===== config.mk =====
export PLATFORM = sky130hd
export DESIGN_NAME = serial_port
export DESIGN_NICKNAME = d
export VERILOG_FILES = /design/src/rtl/serial_port_pkg.sv /design/src/rtl/baud_rate_gen.sv /design/src/rtl/serial_port.sv
export SDC_FILE = /design/constraint.sdc
export NUM_CORES = 1
export LEC_CHECK = 0
export BUFFER_PORTS_ARGS = -buffer_cell sky130_fd_sc_hd__buf_2
export CAP_MARGIN = 20
export CORE_MARGIN = 2
export CORE_UTILIZATION = 38
export CTS_CLUSTER_SIZE = 40
export DETAILED_ROUTE_END_ITERATION = 10
export SETUP_SLACK_MARGIN = 0.2
export SYNTH_ARGS = -nofsm -noshare
export SYNTH_HDL_FRONTEND = slang
export SYNTH_HIERARCHICAL = 1
export SYNTH_SLANG_ARGS = --single-unit

===== constraint.sdc =====
create_clock -name mclk -period 2.58 [get_ports mclk]
set_clock_uncertainty 0.15 [all_clocks]
set_input_delay 0.516 -clock mclk [delete_from_list [all_inputs] [get_ports mclk]]
set_output_delay 0.516 -clock mclk [all_outputs]
set_load 0.02 [all_outputs]

===== src/rtl/serial_port_pkg.sv =====
// constants, modes and state encodings shared by the serial port files
package serial_port_pkg;
	// ------------------------------------------------------------
	// operating modes
	// ------------------------------------------------------------
	localparam logic [1:0] MODE_SHIFT = 2'h0;
	localparam logic [1:0] MODE_8BIT = 2'h1;
	localparam logic [1:0] MODE_9FIX = 2'h2;
	localparam logic [1:0] MODE_9VAR = 2'h3;
	// ------------------------------------------------------------
	// bit timing: 16 oversample ticks per bit, shift mode /16
	// ------------------------------------------------------------
	localparam logic [3:0] OS_LAST = 4'hF;
	localparam logic [3:0] OS_MID = 4'h7;
	localparam logic [3:0] SH_LAST = 4'hF;
	localparam logic [3:0] SH_SAMPLE = 4'h8;
	// ------------------------------------------------------------
	// frame lengths in bits and the broadcast address
	// ------------------------------------------------------------
	localparam logic [3:0] TX_BITS_8 = 4'hA;
	localparam logic [3:0] TX_BITS_9 = 4'hB;
	localparam logic [3:0] SH_BITS = 4'h8;
	localparam logic [3:0] RX_BITS_8 = 4'h8;
	localparam logic [3:0] RX_BITS_9 = 4'h9;
	localparam logic [7:0] BROADCAST_ADDR = 8'hFF;
	// ------------------------------------------------------------
	// state machines
	// ------------------------------------------------------------
	typedef enum logic [1:0] {TX_IDLE = 2'b00, TX_ASYNC = 2'b01, TX_SYNC = 2'b10} tx_state_t;
	typedef enum logic [1:0] {RX_IDLE = 2'b00, RX_START = 2'b01, RX_DATA = 2'b10,
		RX_SYNC = 2'b11} rx_state_t;
endpackage


===== src/rtl/baud_rate_gen.sv =====
// independent baud generator counting oscillator ticks
`timescale 1ns/1ps
module baud_rate_gen #(
	parameter int DIV_W = 16
) (
	// clock and reset
	input wire logic mclk,
	input wire logic reset_n,
	input wire logic clk_en,
	// oscillator tick and divisor
	input wire logic osc_tick,
	input wire logic [DIV_W/2-1:0] baud_divisor_high,
	input wire logic [DIV_W/2-1:0] baud_divisor_low,
	// one tick per divisor+1 oscillator ticks
	output logic brg_tick
);
	logic [DIV_W-1:0] cnt_q;
	logic [DIV_W-1:0] divisor;
	logic wrap;

	// ------------------------------------------------------------
	// divider
	// ------------------------------------------------------------
	assign divisor = {baud_divisor_high, baud_divisor_low};
	assign wrap = osc_tick && (cnt_q >= divisor);

	// counts oscillator ticks only, so the processor clock rate does not matter
	always_ff @(posedge mclk or negedge reset_n) begin
		if (!reset_n) begin
			cnt_q <= '0;
			brg_tick <= 1'b0;
		end else if (clk_en) begin
			brg_tick <= wrap;
			if (wrap) begin
				cnt_q <= '0;
			end else if (osc_tick) begin
				cnt_q <= cnt_q + 1'b1;
			end
		end
	end

	// ------------------------------------------------------------
	// checks
	// ------------------------------------------------------------
	property p_brg_reload;
		@(posedge mclk) disable iff (!reset_n) (clk_en && wrap) |=> (brg_tick && cnt_q == '0);
	endproperty
	a_brg_reload: assert property (p_brg_reload) else $error("generator did not reload");
	property p_brg_osc;
		@(posedge mclk) disable iff (!reset_n) (clk_en && !osc_tick) |=> !brg_tick;
	endproperty
	a_brg_osc: assert property (p_brg_osc) else $error("tick without oscillator");
	c_brg_tick: cover property (@(posedge mclk) disable iff (!reset_n) brg_tick);
endmodule


===== src/rtl/serial_port.sv =====
// enhanced serial port: shift mode, 8-bit and 9-bit framed modes
// Summary of operation
// - Shift mode moves 8 bits LSB first on the data pin while the other pin carries the clock.
// - Shift mode runs at one sixteenth of the processor clock regardless of baud settings.
// - The 8-bit mode frame is a low start bit, eight data bits LSB first and a high stop bit.
// - In the 8-bit mode the received stop bit is stored in the receive ninth-bit flag.
// - The 8-bit mode rate comes from timer 1 overflow or from the baud generator.
// - The 9-bit frame is start, eight data bits LSB first, the transmit ninth bit and stop.
// - In 9-bit modes the received ninth bit goes to the flag and the stop bit is discarded.
// - The fixed 9-bit mode runs at 1/16 or 1/32 of the processor clock by the doubling bit.
// - The variable 9-bit mode equals the fixed one but takes timer 1 or generator rate.
// - The generator divides by one more than the 16-bit divisor built from the high and low divisor bytes.
// - The generator is clocked from the oscillator, not from the processor clock.
// - A timer 1 overflow source is halved again while the doubling bit is set.
// - Only the divided clock, timer 1 overflow or the generator can set the rate.
// - The port offers framing errors, address recognition, double buffering and events.
// - A break can request a chip reset, recorded in a cause flag.
`timescale 1ns/1ps
module serial_port #(
	parameter int DIV_W = 16
) (
	// clock and reset
	input wire logic mclk,
	input wire logic reset_n,
	input wire logic clk_en,
	// rate sources
	input wire logic osc_tick,
	input wire logic t1_overflow,
	// configuration
	input wire logic [1:0] mode,
	input wire logic rx_enable,
	input wire logic baud_double_select,
	input wire logic brg_select,
	input wire logic [DIV_W/2-1:0] baud_divisor_high,
	input wire logic [DIV_W/2-1:0] baud_divisor_low,
	input wire logic addr_match_en,
	input wire logic [7:0] own_addr,
	input wire logic double_buffer_en,
	input wire logic break_reset_en,
	// transmit request
	input wire logic [7:0] tx_data,
	input wire logic tx_ninth_bit,
	input wire logic tx_valid,
	output logic tx_ready,
	output logic tx_done,
	// receive results
	input wire logic shift_rx_start,
	output logic [7:0] rx_data,
	output logic rx_ninth_bit,
	output logic rx_frame_err,
	output logic rx_valid,
	// sticky status flags and the one-cycle break request
	input wire logic framing_error_clear,
	output logic framing_error,
	input wire logic break_cause_clear,
	output logic reset_cause_break,
	output logic break_reset_req,
	// pins
	input wire logic rxd_in,
	output logic rxd_out,
	output logic rxd_oe,
	output logic txd_out
);
	serial_port_pkg::tx_state_t tx_st_q;
	serial_port_pkg::rx_state_t rx_st_q;
	logic brg_tick, os_tick, m2_div_q, t1_half_q, nine;
	logic [3:0] sh_cnt_q, tx_os_q, tx_left_q, rx_os_q, rx_left_q;
	logic [10:0] tx_sr_q;
	logic [8:0] rx_sr_q;
	logic hold_q, hold_ninth_q;
	logic [7:0] hold_data_q;
	logic [7:0] fr_data;
	logic fr_ninth, fr_end, fr_stop, fr_brk, deliver, sh_end;

	baud_rate_gen #(.DIV_W(DIV_W)) u_brg (
		.mclk(mclk),
		.reset_n(reset_n),
		.clk_en(clk_en),
		.osc_tick(osc_tick),
		.baud_divisor_high(baud_divisor_high),
		.baud_divisor_low(baud_divisor_low),
		.brg_tick(brg_tick)
	);

	// ------------------------------------------------------------
	// rate selection: oversample tick at 16 per bit
	// ------------------------------------------------------------
	// no timer 2 input exists, so it can never be picked as a source
	always_comb begin
		nine = mode[1];
		unique case (mode)
			serial_port_pkg::MODE_9FIX: os_tick = clk_en && (baud_double_select || m2_div_q);
			serial_port_pkg::MODE_8BIT, serial_port_pkg::MODE_9VAR:
				os_tick = clk_en && (brg_select ? brg_tick
					: (t1_overflow && (!baud_double_select || t1_half_q)));
			default: os_tick = 1'b0;
		endcase
	end

	// prescalers for the fixed mode and the halved timer source
	always_ff @(posedge mclk or negedge reset_n) begin
		if (!reset_n) begin
			m2_div_q <= 1'b0;
			t1_half_q <= 1'b0;
		end else if (clk_en) begin
			m2_div_q <= !m2_div_q;
			if (t1_overflow) begin
				t1_half_q <= !t1_half_q;
			end
		end
	end

	// shift mode clock: low half then high half, 16 processor clocks per bit
	always_ff @(posedge mclk or negedge reset_n) begin
		if (!reset_n) begin
			sh_cnt_q <= '0;
		end else if (clk_en) begin
			if (tx_st_q == serial_port_pkg::TX_SYNC || rx_st_q == serial_port_pkg::RX_SYNC) begin
				sh_cnt_q <= sh_cnt_q + 1'b1;
			end else begin
				sh_cnt_q <= '0;
			end
		end
	end
	assign sh_end = clk_en && sh_cnt_q == serial_port_pkg::SH_LAST;

	// ------------------------------------------------------------
	// transmit: optional holding register in front of the shifter
	// ------------------------------------------------------------
	// with double buffering off the next byte waits until the line is idle
	assign tx_ready = !hold_q && (double_buffer_en || tx_st_q == serial_port_pkg::TX_IDLE);

	always_ff @(posedge mclk or negedge reset_n) begin
		if (!reset_n) begin
			hold_q <= 1'b0;
			hold_data_q <= '0;
			hold_ninth_q <= 1'b0;
		end else if (clk_en) begin
			if (tx_valid && tx_ready) begin
				hold_q <= 1'b1;
				hold_data_q <= tx_data;
				hold_ninth_q <= tx_ninth_bit;
			end else if (tx_st_q == serial_port_pkg::TX_IDLE && rx_st_q != serial_port_pkg::RX_SYNC) begin
				hold_q <= 1'b0;
			end
		end
	end

	// frame shifter; shifts right with ones filling so the line rests high
	always_ff @(posedge mclk or negedge reset_n) begin
		if (!reset_n) begin
			tx_st_q <= serial_port_pkg::TX_IDLE;
			tx_sr_q <= '1;
			tx_os_q <= '0;
			tx_left_q <= '0;
			tx_done <= 1'b0;
		end else if (clk_en) begin
			tx_done <= 1'b0;
			unique case (tx_st_q)
				serial_port_pkg::TX_IDLE: begin
					tx_os_q <= '0;
					if (hold_q && mode == serial_port_pkg::MODE_SHIFT
							&& rx_st_q != serial_port_pkg::RX_SYNC) begin
						tx_st_q <= serial_port_pkg::TX_SYNC;
						tx_sr_q <= {3'b111, hold_data_q};
						tx_left_q <= serial_port_pkg::SH_BITS;
					end else if (hold_q && mode != serial_port_pkg::MODE_SHIFT) begin
						tx_st_q <= serial_port_pkg::TX_ASYNC;
						tx_sr_q <= {1'b1, nine ? hold_ninth_q : 1'b1, hold_data_q, 1'b0};
						tx_left_q <= nine ? serial_port_pkg::TX_BITS_9 : serial_port_pkg::TX_BITS_8;
					end
				end
				serial_port_pkg::TX_ASYNC: begin
					if (os_tick) begin
						tx_os_q <= tx_os_q + 1'b1;
						if (tx_os_q == serial_port_pkg::OS_LAST) begin
							tx_sr_q <= {1'b1, tx_sr_q[10:1]};
							tx_left_q <= tx_left_q - 1'b1;
							if (tx_left_q == 4'h1) begin
								tx_st_q <= serial_port_pkg::TX_IDLE;
								tx_done <= 1'b1;
							end
						end
					end
				end
				serial_port_pkg::TX_SYNC: begin
					if (sh_end) begin
						tx_sr_q <= {1'b1, tx_sr_q[10:1]};
						tx_left_q <= tx_left_q - 1'b1;
						if (tx_left_q == 4'h1) begin
							tx_st_q <= serial_port_pkg::TX_IDLE;
							tx_done <= 1'b1;
						end
					end
				end
				default: tx_st_q <= serial_port_pkg::TX_IDLE;
			endcase
		end
	end

	// pins: shift mode drives data on the receive pin and the clock on the transmit pin
	assign rxd_oe = tx_st_q == serial_port_pkg::TX_SYNC;
	assign rxd_out = tx_sr_q[0];
	assign txd_out = (tx_st_q == serial_port_pkg::TX_ASYNC) ? tx_sr_q[0]
		: ((tx_st_q == serial_port_pkg::TX_SYNC || rx_st_q == serial_port_pkg::RX_SYNC)
			? sh_cnt_q[3] : 1'b1);

	// ------------------------------------------------------------
	// receive: start found on a low sample, then mid-bit sampling
	// ------------------------------------------------------------
	assign fr_data = (nine && rx_st_q != serial_port_pkg::RX_SYNC) ? rx_sr_q[7:0] : rx_sr_q[8:1];
	assign fr_ninth = nine ? rx_sr_q[8] : rxd_in;
	assign fr_stop = rxd_in;
	assign fr_end = rx_st_q == serial_port_pkg::RX_DATA && os_tick
		&& rx_os_q == serial_port_pkg::OS_LAST && rx_left_q == '0;
	assign fr_brk = fr_end && !fr_stop && fr_data == '0 && !(nine && rx_sr_q[8]);
	// address filter: a 9-bit frame passes only as a matching or broadcast address
	always_comb begin
		deliver = 1'b1;
		if (addr_match_en) begin
			deliver = nine ? (fr_ninth && (fr_data == own_addr
				|| fr_data == serial_port_pkg::BROADCAST_ADDR)) : fr_stop;
		end
	end

	always_ff @(posedge mclk or negedge reset_n) begin
		if (!reset_n) begin
			rx_st_q <= serial_port_pkg::RX_IDLE;
			rx_os_q <= '0;
			rx_left_q <= '0;
			rx_sr_q <= '0;
		end else if (clk_en) begin
			unique case (rx_st_q)
				serial_port_pkg::RX_IDLE: begin
					rx_os_q <= '0;
					if (mode == serial_port_pkg::MODE_SHIFT) begin
						if (shift_rx_start && rx_enable && tx_st_q == serial_port_pkg::TX_IDLE
								&& !hold_q) begin
							rx_st_q <= serial_port_pkg::RX_SYNC;
							rx_left_q <= serial_port_pkg::SH_BITS;
						end
					end else if (rx_enable && os_tick && !rxd_in) begin
						rx_st_q <= serial_port_pkg::RX_START;
					end
				end
				serial_port_pkg::RX_START: begin
					if (os_tick) begin
						rx_os_q <= rx_os_q + 1'b1;
						if (rx_os_q == serial_port_pkg::OS_MID) begin
							rx_os_q <= '0;
							rx_left_q <= nine ? serial_port_pkg::RX_BITS_9 : serial_port_pkg::RX_BITS_8;
							rx_st_q <= rxd_in ? serial_port_pkg::RX_IDLE : serial_port_pkg::RX_DATA;
						end
					end
				end
				serial_port_pkg::RX_DATA: begin
					if (os_tick) begin
						rx_os_q <= rx_os_q + 1'b1;
						if (rx_os_q == serial_port_pkg::OS_LAST) begin
							if (rx_left_q == '0) begin
								rx_st_q <= serial_port_pkg::RX_IDLE; // stop bit not shifted in
							end else begin
								rx_sr_q <= {rxd_in, rx_sr_q[8:1]};
								rx_left_q <= rx_left_q - 1'b1;
							end
						end
					end
				end
				serial_port_pkg::RX_SYNC: begin
					if (clk_en && sh_cnt_q == serial_port_pkg::SH_SAMPLE) begin
						rx_sr_q <= {rxd_in, rx_sr_q[8:1]};
						rx_left_q <= rx_left_q - 1'b1;
					end
					if (sh_end && rx_left_q == '0) begin
						rx_st_q <= serial_port_pkg::RX_IDLE;
					end
				end
				default: rx_st_q <= serial_port_pkg::RX_IDLE;
			endcase
		end
	end

	// results, error and break flags; a set in the clearing cycle wins
	always_ff @(posedge mclk or negedge reset_n) begin
		if (!reset_n) begin
			rx_data <= '0;
			rx_ninth_bit <= 1'b0;
			rx_frame_err <= 1'b0;
			rx_valid <= 1'b0;
			framing_error <= 1'b0;
			reset_cause_break <= 1'b0;
			break_reset_req <= 1'b0;
		end else if (clk_en) begin
			rx_valid <= 1'b0;
			break_reset_req <= fr_brk && break_reset_en;
			if (fr_end && deliver) begin
				rx_data <= fr_data;
				rx_ninth_bit <= fr_ninth;
				rx_frame_err <= !fr_stop;
				rx_valid <= 1'b1;
			end else if (rx_st_q == serial_port_pkg::RX_SYNC && sh_end && rx_left_q == '0) begin
				rx_data <= fr_data;
				rx_valid <= 1'b1;
			end
			if (fr_end && !fr_stop) begin
				framing_error <= 1'b1;
			end else if (framing_error_clear) begin
				framing_error <= 1'b0;
			end
			if (fr_brk && break_reset_en) begin
				reset_cause_break <= 1'b1;
			end else if (break_cause_clear) begin
				reset_cause_break <= 1'b0;
			end
		end
	end

	// ------------------------------------------------------------
	// checks
	// ------------------------------------------------------------
	property p_sh_drive;
		@(posedge mclk) disable iff (!reset_n)
			(tx_st_q == serial_port_pkg::TX_SYNC) |-> (rxd_oe && txd_out == sh_cnt_q[3]);
	endproperty
	a_sh_drive: assert property (p_sh_drive) else $error("shift mode pins wrong");
	// a bit may only advance when the 16-count shift clock has just wrapped
	property p_sh_rate;
		@(posedge mclk) disable iff (!reset_n)
			(tx_st_q == serial_port_pkg::TX_SYNC && $past(tx_st_q) == serial_port_pkg::TX_SYNC
			&& $changed(tx_left_q)) |-> $past(sh_cnt_q) == serial_port_pkg::SH_LAST;
	endproperty
	a_sh_rate: assert property (p_sh_rate) else $error("shift bit not 16 clocks");
	property p_start_low;
		@(posedge mclk) disable iff (!reset_n)
			(clk_en && tx_st_q == serial_port_pkg::TX_IDLE && hold_q && mode != 2'h0)
			|=> (!txd_out && tx_st_q == serial_port_pkg::TX_ASYNC);
	endproperty
	a_start_low: assert property (p_start_low) else $error("no start bit");
	property p_ninth_out;
		@(posedge mclk) disable iff (!reset_n)
			(clk_en && tx_st_q == serial_port_pkg::TX_IDLE && hold_q && nine)
			|=> tx_sr_q[9] == $past(hold_ninth_q);
	endproperty
	a_ninth_out: assert property (p_ninth_out) else $error("ninth bit slot wrong");
	property p_stop_flag;
		@(posedge mclk) disable iff (!reset_n)
			(rx_valid && mode == serial_port_pkg::MODE_8BIT) |-> rx_ninth_bit == !rx_frame_err;
	endproperty
	a_stop_flag: assert property (p_stop_flag) else $error("stop bit not stored");
	property p_fix_rate;
		@(posedge mclk) disable iff (!reset_n)
			(clk_en && mode == serial_port_pkg::MODE_9FIX && !baud_double_select && os_tick)
			##1 clk_en |-> (!os_tick || mode != serial_port_pkg::MODE_9FIX || baud_double_select);
	endproperty
	a_fix_rate: assert property (p_fix_rate) else $error("fixed rate not halved");
	property p_t1_half;
		@(posedge mclk) disable iff (!reset_n)
			(os_tick && mode[0] && !brg_select) |->
				(t1_overflow && (!baud_double_select || t1_half_q));
	endproperty
	a_t1_half: assert property (p_t1_half) else $error("timer source not halved");
	property p_frame_err;
		@(posedge mclk) disable iff (!reset_n)
			(clk_en && fr_end && !fr_stop) |=> framing_error;
	endproperty
	a_frame_err: assert property (p_frame_err) else $error("framing error missed");
	property p_break;
		@(posedge mclk) disable iff (!reset_n)
			break_reset_req |-> (reset_cause_break && $past(fr_brk));
	endproperty
	a_break: assert property (p_break) else $error("break reset not recorded");
	c_tx_frame: cover property (@(posedge mclk) disable iff (!reset_n) tx_done && mode[1]);
	c_rx_frame: cover property (@(posedge mclk) disable iff (!reset_n) rx_valid && mode[0]);
	c_break: cover property (@(posedge mclk) disable iff (!reset_n) break_reset_req);
endmodule


==> key figures, run 1 <==
Pwr
  • Clock power frac: 23.3%
  • Sw power: 2160 µW
  • Gate power share: 39.2%
  • Int Pwr: 3520 µW
  • Sequential power share: 37.4%
  • Max VDD drop: 512 µV
  • Total power draw: 5680 µW
  • Switching Share: 38.1%
  • Leakage: 0.00313 µW
  • Pwr Density: 860 mW/mm²

Global route
  • First-pass GRT wire length: 21300 µm
  • Total GRT Usage: 17.8%
  • Initial antenna violation count: 0
  • Largest net degree at the start of global routing: 38
  • Vias in the first global route: 4357
  • Grt ovf: 0

Synthesis
  • Post-synth top flop: dfrtp_1
  • EDFF count, synth: 0
  • Synth cell types: 72
  • Number of warnings issued by yosys: 6
  • Avg Inst Size Synth: 9.27 µm²
  • Combinational family with the most area after synthesis: simple AND/OR/NAND/NOR gates
  • Seq/Total Area, Yosys: 40.0%
  • Mux share of post-synthesis cell area: 8.36%
  • Synth Area in Compound Gates: 14.5%
  • Post-synth ARST share: 100%
  • Synth Instances: 591
  • Synthesized area: 0.00548 mm²
  • Yosys reg bits: 87
  • Syn Nets: 675
  • Synth Area in Adders: 7.54%
  • Xor-xnor portion of the synthesized cell area: 3.68%
  • Simple-gate share of the synthesized area: 20.4%

Floorplan
  • Core area: 0.0140 mm²
  • Die X: 124 µm
  • Ports: 70
  • Row Count: 43
  • Die Y: 124 µm
  • Die area: 0.0154 mm²
  • Initial core utilization: 39.2%

Clock tree
  • Reg clk slew, reported paths: 0.07 ns
  • CTS tree: done
  • Clk buf depth: 2
  • Clk Latency, worst-skew pair: 0.35 ns
  • Clock sink count: 87
  • H-tree Lvls: 3
  • Clk Tree Root Cell: clkbuf_16
  • CTS buffer count: 9

Run status
  • Status: finished, final reports clean

STA
  • Final Cycle Share: 92.8%
  • Pins Over Slew Limit: 0
  • Unrepaired setup endpoints after global routing: true
  • Max Freq: 418 MHz
  • Final hold slack: 0.246 ns
  • Tightest Pin Transition: 0.505 ns
  • Final Hold Viols: 0
  • Setup TNS: 0 ns
  • Final setup fails: 0
  • Fin crit period: 2.39 ns
  • Rel. slew slack: 66.3%

Place
  • DP HPWL: 9550 µm
  • GPL Wtd Cong: 0.888
  • PortBufs: 69
  • Placed insts: 838

Drt
  • # DRC: 0
  • Vias/cell: 5.18
  • WL/cell: 14.8 µm
  • DR vias: 4464
  • Final WL: 12700 µm
  • Drt pass-1 iters: 5
  • Final ANT Viol Nets: 0
  • Iter 0 DRT Violations: 229

Critical path
  • CP Max Fanout: 8
  • Setup CP Type: reg2reg
  • Crit end category: flop
  • Buf/Inv on CP: 2
  • Critical path launch point type: flop
  • Worst EP required: 2.67 ns
  • Crit-path cells: ha_4 > nor2b_4 > buf_4 > a221o_1 > nor3_2 > a41oi_2 > o31ai_4 > a21boi_4 > buf_12 > mux2_4
  • CP peak stage delay: 0.40 ns
  • Crit path max-delay family: compound AO/OA/AOI/OAI gates
  • Crit path DAT: 2.48 ns
  • Max stage delay cell, worst path: dfrtp_1

Final layout
  • Synthesis-to-layout area growth: 20.6%
  • Layout cells sized above 1: 27.9%
  • Ant. Diodes: 0
  • Final non-filler cell total: 861
  • Commonest non-fill, non-tap cell in the layout: nand2_1
  • # nets final: 760
  • Commonest non-fill, non-tap cells in the layout: 79 x nand2_1, 77 x dfrtp_1, 67 x buf_2

Run
  • Max Cap Viol: 0

Min path
  • Worst min-delay path category: in2reg
[worst reg2reg max path, cell delays in order (launching register included)]
cell and delay, ns:
dfrtp_1 0.40, ha_4 0.18, nor2b_4 0.06, buf_4 0.14
a221o_1 0.27, nor3_2 0.14, a41oi_2 0.08, o31ai_4 0.31
a21boi_4 0.09, buf_12 0.16, mux2_4 0.29
[cells in the mapped netlist (4+ instances only)]
cell | instances | area [µm²]
xor2_1 | 10 | 87.6
or3_1 | 4 | 25.0
o21ai_1 | 18 | 90.1
dfstp_2 | 10 | 263
clkbuf_1 | 9 | 33.8
mux2_1 | 4 | 45.0
mux2_4 | 7 | 105
nand3_1 | 15 | 75.1
a21oi_1 | 28 | 140
buf_2 | 8 | 40.0
o21ai_0 | 32 | 160
dfrtp_1 | 77 | 1930
mux2_2 | 14 | 158
nor2_1 | 58 | 218
nor2b_1 | 5 | 31.3
nor3_1 | 10 | 50.1
inv_1 | 42 | 158
nand4_1 | 7 | 43.8
nor2_2 | 4 | 25.0
and3_1 | 9 | 56.3
buf_6 | 5 | 56.3
mux2i_1 | 15 | 150
nand2_1 | 80 | 300
xnor2_1 | 13 | 114
ha_1 | 33 | 413
[per-stage QoR]
stage	util, %	setup WS (ns)	cell area (µm²)
after floorplan	-	0.177	5500
after global placement	43.7	0.0442	6110
after detailed placement	43.7	0.0160	6110
after CTS	46.5	0.190	6500
after global routing	47.2	0.121	6610
final	47.2	0.186	6610
[cell families after synthesis]
kind of cell / count (synthesis)
buf+inv: 68
compound gates: 118
mux: 40
flops: 87
xor+xnor: 23
fa+ha+maj: 33
simple gates: 222
[state kept, by name, summed over array words and instances, names as in the netlist, 2 cells and up]
signal / count
rx_data: 8
tx_sr_q: 10
rx_os_q: 4
tx_st_q: 2
rx_st_q: 2
rx_left_q: 4
rx_sr_q: 9
sh_cnt_q: 4
hold_data_q: 8
tx_left_q: 4
tx_os_q: 4
u_brg/cnt_q: 16
[what timing repair did]
action,4_1_cts,5_1_grt
gates resized for setup,7,19
setup endpoints to repair,9,31
setup buffers,4,2
endpoints found under the hold margin,22,0
hold buffers,1,0
pin swaps,6,7
[final timing paths]
path	start	to	slack [ns]	depth (start not counted)
max	rx_st_q[1]	rx_data[6]	0.19	10
max in group asynchronous	reset_n	tx_sr_q[3]	1.05	3
min in group asynchronous	reset_n	rx_os_q[0]	0.52	2
max reg2reg	rx_st_q[1]	rx_data[6]	0.19	10
min reg2reg	tx_sr_q[5]	tx_sr_q[5]	0.31	2
min	tx_data[4]	hold_data_q[4]	0.25	2
[power by group through the flow]
stage	Combinational, µW	Clock, µW	Sequential, µW
after CTS	2120	1370	2110
after global routing	2550	1430	2190
after detailed placement	2070	0	2140
final	2230	1330	2130
after floorplan	1590	0	2030
after global placement	2010	0	2130
[layout make-up]
cell class,instances,area [µm²]
repair buffers,98,616
well taps,180,225
clock buffers,11,243
multi-input cells,436,3110
clock inverters,5,57.6
fillers,1332,7380
flip-flops and latches,87,2190
inverters,44,165
[layer usage]
| metal | vias to the layer above | wire length (µm) | track usage (%) |
|---|---|---|---|
| met2 | 95 | 5870 | 28.3 |
| met4 | 0 | 212 | 5.76 |
| li1 | 2224 | - | - |
| met5 | - | 0 | 0 |
| met1 | 2126 | 5970 | 23.7 |
| met3 | 19 | 675 | 4.62 |
No activity file was read; power rests on OpenSTA's default activity.
==> run 2, diff against run 1 <==
--- a/config.mk
+++ b/config.mk
@@ -14,5 +14,4 @@
 export SETUP_SLACK_MARGIN = 0.2
 export SYNTH_ARGS = -nofsm -noshare
 export SYNTH_HDL_FRONTEND = slang
-export SYNTH_HIERARCHICAL = 1
 export SYNTH_SLANG_ARGS = --single-unit
==> run 2 against run 1 <==
The run now ends with negative setup slack left. Largest cell class unchanged. Final area increased by 2.4%. Largest power group is now registers. Setup slack got worse by 0.20 ns. First-iteration DRC count up 20%. Combinational power down 28%. Via count is 2.2% higher. Total power fell by 12%. Wire length rose by 3.2%. Register-to-register slack got worse by 0.20 ns. Non-clock buffer count is 21 higher. Global-route usage rose by 0.30 points. Die area fell by 1.7%. Sequential power down 7%.
==> key figures, run 2 <==
Clock tree
  • Reg clk slew, reported paths: 0.06 ns
  • Clk Latency, worst-skew pair: 0.35 ns
  • H-tree Lvls: 3
  • Clock sink count: 87
  • CTS tree: done
  • Clk Tree Root Cell: clkbuf_16
  • CTS buffer count: 9
  • Clk buf depth: 2

Drt
  • WL/cell: 15.2 µm
  • Vias/cell: 5.27
  • Final WL: 13100 µm
  • # DRC: 0
  • DR vias: 4562
  • Drt pass-1 iters: 4
  • Iter 0 DRT Violations: 274
  • Final ANT Viol Nets: 0

STA
  • Final Hold Viols: 0
  • Max Freq: 385 MHz
  • Final Cycle Share: 101%
  • Fin crit period: 2.60 ns
  • Tightest Pin Transition: 0.494 ns
  • Final setup fails: 7
  • Unrepaired setup endpoints after global routing: true
  • Final hold slack: 0.243 ns
  • Final worst slack: -0.0184 ns
  • Pins Over Slew Limit: 0
  • Rel. slew slack: 66.5%

Run status
  • Status: finished with violations
  • Failing checks: negative setup slack

Global route
  • First-pass GRT wire length: 21600 µm
  • Largest net degree at the start of global routing: 37
  • Vias in the first global route: 4514
  • Grt ovf: 0
  • Total GRT Usage: 18.1%
  • Initial antenna violation count: 0

Place
  • GPL Wtd Cong: 0.846
  • DP HPWL: 9470 µm
  • PortBufs: 69
  • Pre-CTS setup slack: -0.169 ns

Synthesis
  • Number of warnings issued by yosys: 0
  • Synth cell count leaders: 77 x dfrtp_1, 68 x nand2_1, 53 x o21ai_0
  • Synthesized area: 0.00538 mm²
  • Syn Nets: 659
  • Synth cell types: 70
  • Cell taking the most area after synthesis: dfrtp_1
  • Area contributors post-synth: dfrtp_1 36%, ha_1 7.4%, o21ai_0 4.9%
  • Synth Instances: 576
  • Seq/Total Area, Yosys: 40.7%
  • Yosys top cell area share: 35.8%
  • Post-synth ARST share: 100%
  • EDFF count, synth: 0
  • Count leader, synth: dfrtp_1
  • Post-synth top flop: dfrtp_1
  • Avg Inst Size Synth: 9.35 µm²
  • Yosys reg bits: 87

Final layout
  • Register with the most flip-flops: u_brg.cnt_q
  • Layout cells sized above 1: 29.8%
  • Ant. Diodes: 0
  • Commonest non-fill, non-tap cell in the layout: dfrtp_1
  • Filler cells: 1313
  • Final Util: 48.8%
  • Commonest non-fill, non-tap cells in the layout: 76 x dfrtp_1, 68 x nand2_1, 68 x buf_2
  • # nets final: 763
  • Top Registers: u_brg.cnt_q: 16 flops, tx_sr_q: 10 flops, rx_sr_q: 9 flops
  • Multi-input logic area: 0.00306 mm²
  • Largest register FFs: 16
  • Synthesis-to-layout area growth: 25.7%
  • Sequential cell area: 0.00219 mm²

Pwr
  • Max VDD drop: 610 µV
  • Leakage: 0.00329 µW
  • Pwr Density: 741 mW/mm²

Floorplan
  • Row Count: 43
  • Die Y: 123 µm
  • Initial core utilization: 38.8%
  • Die X: 123 µm
  • Ports: 70
  • Core area: 0.0139 mm²
  • Die area: 0.0151 mm²

Critical path
  • CP Max Fanout: 5
  • Setup crit end: rx_data[0]
  • Critical path origin: rx_st_q[1]
  • Worst EP required: 2.66 ns
  • Reg-to-Reg End: rx_data[0]
  • Worst r2r src: rx_st_q[1]
  • Setup CP Type: reg2reg
  • Worst r2r path cells: 10
  • Critical path launch point type: flop
  • Reg2reg setup slack: -0.02 ns
  • Crit end category: flop
  • Crit path DAT: 2.68 ns

Run
  • Max Cap Viol: 0

Min path
  • Worst min-delay path category: in2reg
run 2: layer usage:
| layer | global-route usage (%) | part of all wire, % |
|---|---|---|
| met1 | 22.6 | 44 |
| met4 | 5.61 | 1.8 |
| met2 | 31.0 | 50 |
| met5 | 0 | 0 |
| met3 | 4.43 | 3.5 |
run 2: what timing repair did:
item	4_1_cts	5_1_grt
hold endpoints to repair	1	0
pin swaps	4	6
resized for setup	17	20
setup endpoints to repair	37	49
hold buffers	1	0
cloned	1	0
buffers inserted	9	7
run 2: kinds of logic (layout without fill, tap and decap cells):
group	Yosys count	count (layout)	synth area share (%)
AND/OR/NAND/NOR	195	195	17.9
adder cells (fa/ha/maj)	32	32	7.44
buffers and inverters	69	178	5.46
flip-flops	87	87	40.7
AO/OA/AOI/OAI	127	127	15.6
XOR/XNOR	22	22	3.58
multiplexers	44	44	9.32
run 2: final cells by class:
cell class,count,share of cell area (%)
multi-input combinational,420,45.3
clock inverter,3,0.961
timing repair buffer,119,11.8
clock buffer,13,3.84
sequential,87,32.4
tap,180,3.33
inverter,43,2.38
run 2: stage by stage:
stage          cell area (µm²)  setup TNS (ns)  total power (µW)  instances
5_1_grt                   6770          -0.555              5380        865
3_3_place_gp              6120          -0.648              3460        831
6_report                  6770         -0.0978              5020        865
3_5_place_dp              6120           -2.31              3530        831
2_1_floorplan             5400               0              3070        576
4_1_cts                   6620        -0.00414              5010        858
run 2: where the power goes:
part           leakage, µW  total, µW  internal, µW  switching (µW)
Clock             0.000160       1430           900             531
Combinational      0.00204       1610           721             890
Sequential         0.00109       1980          1720             258
Total              0.00329       5020          3340            1680
run 2: worst min-delay path by stage:
stage	start	endpoint	slack [ns]	depth (start not counted)
finish	tx_data[5]	hold_data_q[5]	0.24	2
global route	tx_data[5]	hold_data_q[5]	0.25	2
CTS	tx_data[5]	hold_data_q[5]	0.24	2
detailed placement	m2_div_q	m2_div_q	0.31	1
global placement	m2_div_q	m2_div_q	0.30	1
floorplan	reset_n	break_reset_req	0.07	0
run 2: critical path, stage by stage (launching register included):
cell and delay, ns:
dfrtp_1 0.41, ha_4 0.19, nor2b_4 0.22, buf_6 0.14, mux2i_2 0.22, xnor2_1 0.16
nor4_2 0.05, buf_4 0.15, o32a_4 0.35, buf_12 0.15, mux2_4 0.29
==> run 3, diff against run 2 <==
--- a/config.mk
+++ b/config.mk
@@ -5,6 +5,7 @@
 export SDC_FILE = /design/constraint.sdc
 export NUM_CORES = 1
 export LEC_CHECK = 0
+export ABC_AREA = 1
 export BUFFER_PORTS_ARGS = -buffer_cell sky130_fd_sc_hd__buf_2
 export CAP_MARGIN = 20
 export CORE_MARGIN = 2
==> constraint.sdc (replaced) <==
create_clock -name mclk -period 2.58 [get_ports mclk]
set_clock_uncertainty 0.15 [all_clocks]
set_input_delay 0.516 -clock mclk [delete_from_list [all_inputs] [get_ports mclk]]
set_output_delay 0.516 -clock mclk [all_outputs]
set_load 0.1 [all_outputs]
==> run 3 against run 2 <==
The flow finishes with violations (negative hold slack). Sequential power decreased by 10%. Synthesized cell count increased by 15%. Non-clock buffer count fell by 34. Maximum frequency up 12%. Critical endpoint is now txd_out. Largest cell class unchanged.
==> key figures, run 3 <==
Clock tree
  • Clk Tree Root Cell: clkbuf_16
  • CTS hold repair buffers: 0
  • CTS tree: done
  • H-tree Lvls: 3
  • Clock sink count: 87
  • Clk buf depth: 2
  • Reg clk slew, reported paths: 0.06 ns
  • Clk Latency, worst-skew pair: 0.35 ns
  • CTS buffer count: 9

Synthesis
  • Count leader, synth: nand2_1
  • Yosys top cell area share: 37.6%
  • Synthesized area: 0.00512 mm²
  • Synth cell count leaders: 156 x nand2_1, 93 x inv_1, 77 x dfrtp_1
  • Post-synth top flop: dfrtp_1
  • Cell taking the most area after synthesis: dfrtp_1
  • Area contributors post-synth: dfrtp_1 38%, nand2_1 11%, ha_1 7.8%
  • EDFF count, synth: 0
  • Synth Instances: 664
  • Synth cell types: 40
  • Yosys reg bits: 87
  • Avg Inst Size Synth: 7.71 µm²
  • Seq/Total Area, Yosys: 42.8%
  • Number of warnings issued by yosys: 0
  • Post-synth ARST share: 100%
  • Syn Nets: 747

Pwr
  • Sw power: 1310 µW
  • Switching Share: 31.6%
  • Int Pwr: 2840 µW
  • Max VDD drop: 351 µV
  • Leakage: 0.00316 µW
  • Clock power frac: 34.0%
  • Total power draw: 4150 µW
  • Sequential power share: 42.9%
  • Pwr Density: 669 mW/mm²
  • Gate power share: 23.1%

STA
  • Final setup fails: 0
  • Fin crit period: 2.32 ns
  • Tightest Pin Transition: 0.590 ns
  • Max Freq: 431 MHz
  • Rel. slew slack: 60.6%
  • Final Cycle Share: 89.9%
  • Pins Over Slew Limit: 0
  • Unrepaired setup endpoints after global routing: true
  • Final Hold Viols: 18
  • Setup TNS: 0 ns
  • Final hold slack: -0.0225 ns

Floorplan
  • Die Y: 120 µm
  • Initial core utilization: 38.8%
  • Die area: 0.0144 mm²
  • Die X: 120 µm
  • Core area: 0.0132 mm²
  • Ports: 70
  • Row Count: 42

Global route
  • Initial antenna violation count: 0
  • First-pass GRT wire length: 20500 µm
  • Total GRT Usage: 17.7%
  • Largest net degree at the start of global routing: 51
  • Grt ovf: 0
  • Vias in the first global route: 4506

Critical path
  • Worst EP required: 1.91 ns
  • Setup CP Type: reg2out
  • Worst r2r path cells: 9
  • Crit path DAT: 1.65 ns
  • Crit end category: output pin
  • Critical path launch point type: flop
  • CP Max Fanout: 6

Drt
  • Final WL: 12300 µm
  • # DRC: 0
  • Vias/cell: 4.96
  • Final ANT Viol Nets: 0
  • Iter 0 DRT Violations: 277
  • DR vias: 4594
  • Drt pass-1 iters: 5
  • WL/cell: 13.2 µm

Final layout
  • Final non-filler cell total: 926
  • Multi-input logic area: 0.00257 mm²
  • Layout cells sized above 1: 18.0%
  • Largest register FFs: 16
  • Register with the most flip-flops: u_brg.cnt_q
  • Top Registers: u_brg.cnt_q: 16 flops, tx_sr_q: 10 flops, rx_sr_q: 9 flops
  • Ant. Diodes: 0
  • Finished Cell Area: 0.00621 mm²
  • Filler cells: 1283
  • Commonest non-fill, non-tap cells in the layout: 152 x nand2_1, 91 x inv_1, 77 x dfrtp_1
  • Synthesis-to-layout area growth: 21.2%
  • Commonest non-fill, non-tap cell in the layout: nand2_1
  • Sequential cell area: 0.00219 mm²
  • # nets final: 828

Place
  • GPL Wtd Cong: 0.877
  • Dpl cell area: 0.00575 mm²
  • DP HPWL: 9270 µm
  • Placed insts: 904
  • PortBufs: 69

Run
  • Max Cap Viol: 0

Run status
  • Failing checks: negative hold slack
  • Status: finished with violations

Min path
  • Worst min-delay path category: in2async
==> run 3: cell count changes after synthesis, moves of 6 or more <==
cell	previous run	this run
mux2_2	16	3
nor2_1	41	51
mux2i_1	16	0
inv_1	43	93
a21oi_1	20	29
nand3_1	11	60
and3_1	13	0
and2_1	6	0
nand2b_1	14	0
nand2_1	68	156
xnor2_1	8	2
mux2_4	7	0
o211ai_1	2	10
==> run 3: cells by family (layout without fill, tap and decap cells) <==
family	count (synthesis)	count (layout)	synth area share [%]
fa+ha+maj	32	32	7.82
mux	3	3	0.660
simple gates	302	302	25.4
xor+xnor	11	11	1.88
buf+inv	111	197	8.48
flops	87	87	42.8
compound gates	118	118	13.0
==> run 3: worst paths after layout <==
kind	to	slack, ns	start
setup reg to reg	rx_st_q[1]	0.35	rx_st_q[0]
min in group mclk	hold_data_q[7]	0.25	tx_data[7]
hold reg to reg	m2_div_q	0.32	m2_div_q
hold / removal	rx_sr_q[2]	-0.02	reset_n
max in group asynchronous	u_brg.cnt_q[11]	1.66	reset_n
setup / recovery	txd_out	0.26	rx_st_q[0]
==> run 3: worst max-delay path, stage by stage, from the launching register on <==
cell and delay [ns]:
dfrtp_1 0.42, ha_4 0.21, inv_6 0.07, buf_8 0.12, nand2_4 0.07, a31oi_4 0.22
buf_12 0.20
==> run 3: area by class of cell <==
class	count	share of cell area [%]
clock buffer	13	4.03
clock inverter	3	1.09
inverter	96	5.89
multi-input combinational	466	41.5
sequential	87	35.3
tap	176	3.55
timing repair buffer	85	8.69
==> run 3: power by group through the flow <==
stage          sequential, µW  clock [µW]  combinational [µW]
3_5_place_dp             1810           0                 961
6_report                 1780        1410                 959
5_1_grt                  1810        1500                1090
4_1_cts                  1780        1440                 968
2_1_floorplan            1830           0                 625
3_3_place_gp             1790           0                 928
==> run 3: metrics by stage <==
step	setup slack (ns)	util [%]
finish	0.259	47.1
floorplan	0.279	-
detailed placement	0.0406	43.6
global route	0.187	47.1
CTS	0.208	46.3
global placement	0.0735	43.6
==> run 3: layer usage <==
layer / global-route usage, % / up-vias / part of all wire, %
met1: 23.1 / 2126 / 48
li1: - / 2347 / -
met2: 29.2 / 100 / 46
met5: 0 / - / 0
met4: 6.91 / 0 / 2.2
met3: 3.28 / 21 / 4.1
==> run 3: what timing repair did <==
item                       4_1_cts  5_1_grt
buffers inserted                 3        2
cloned                           0        1
setup endpoints to repair       12       13
pin swaps                        2        2
gates resized for setup          7       14
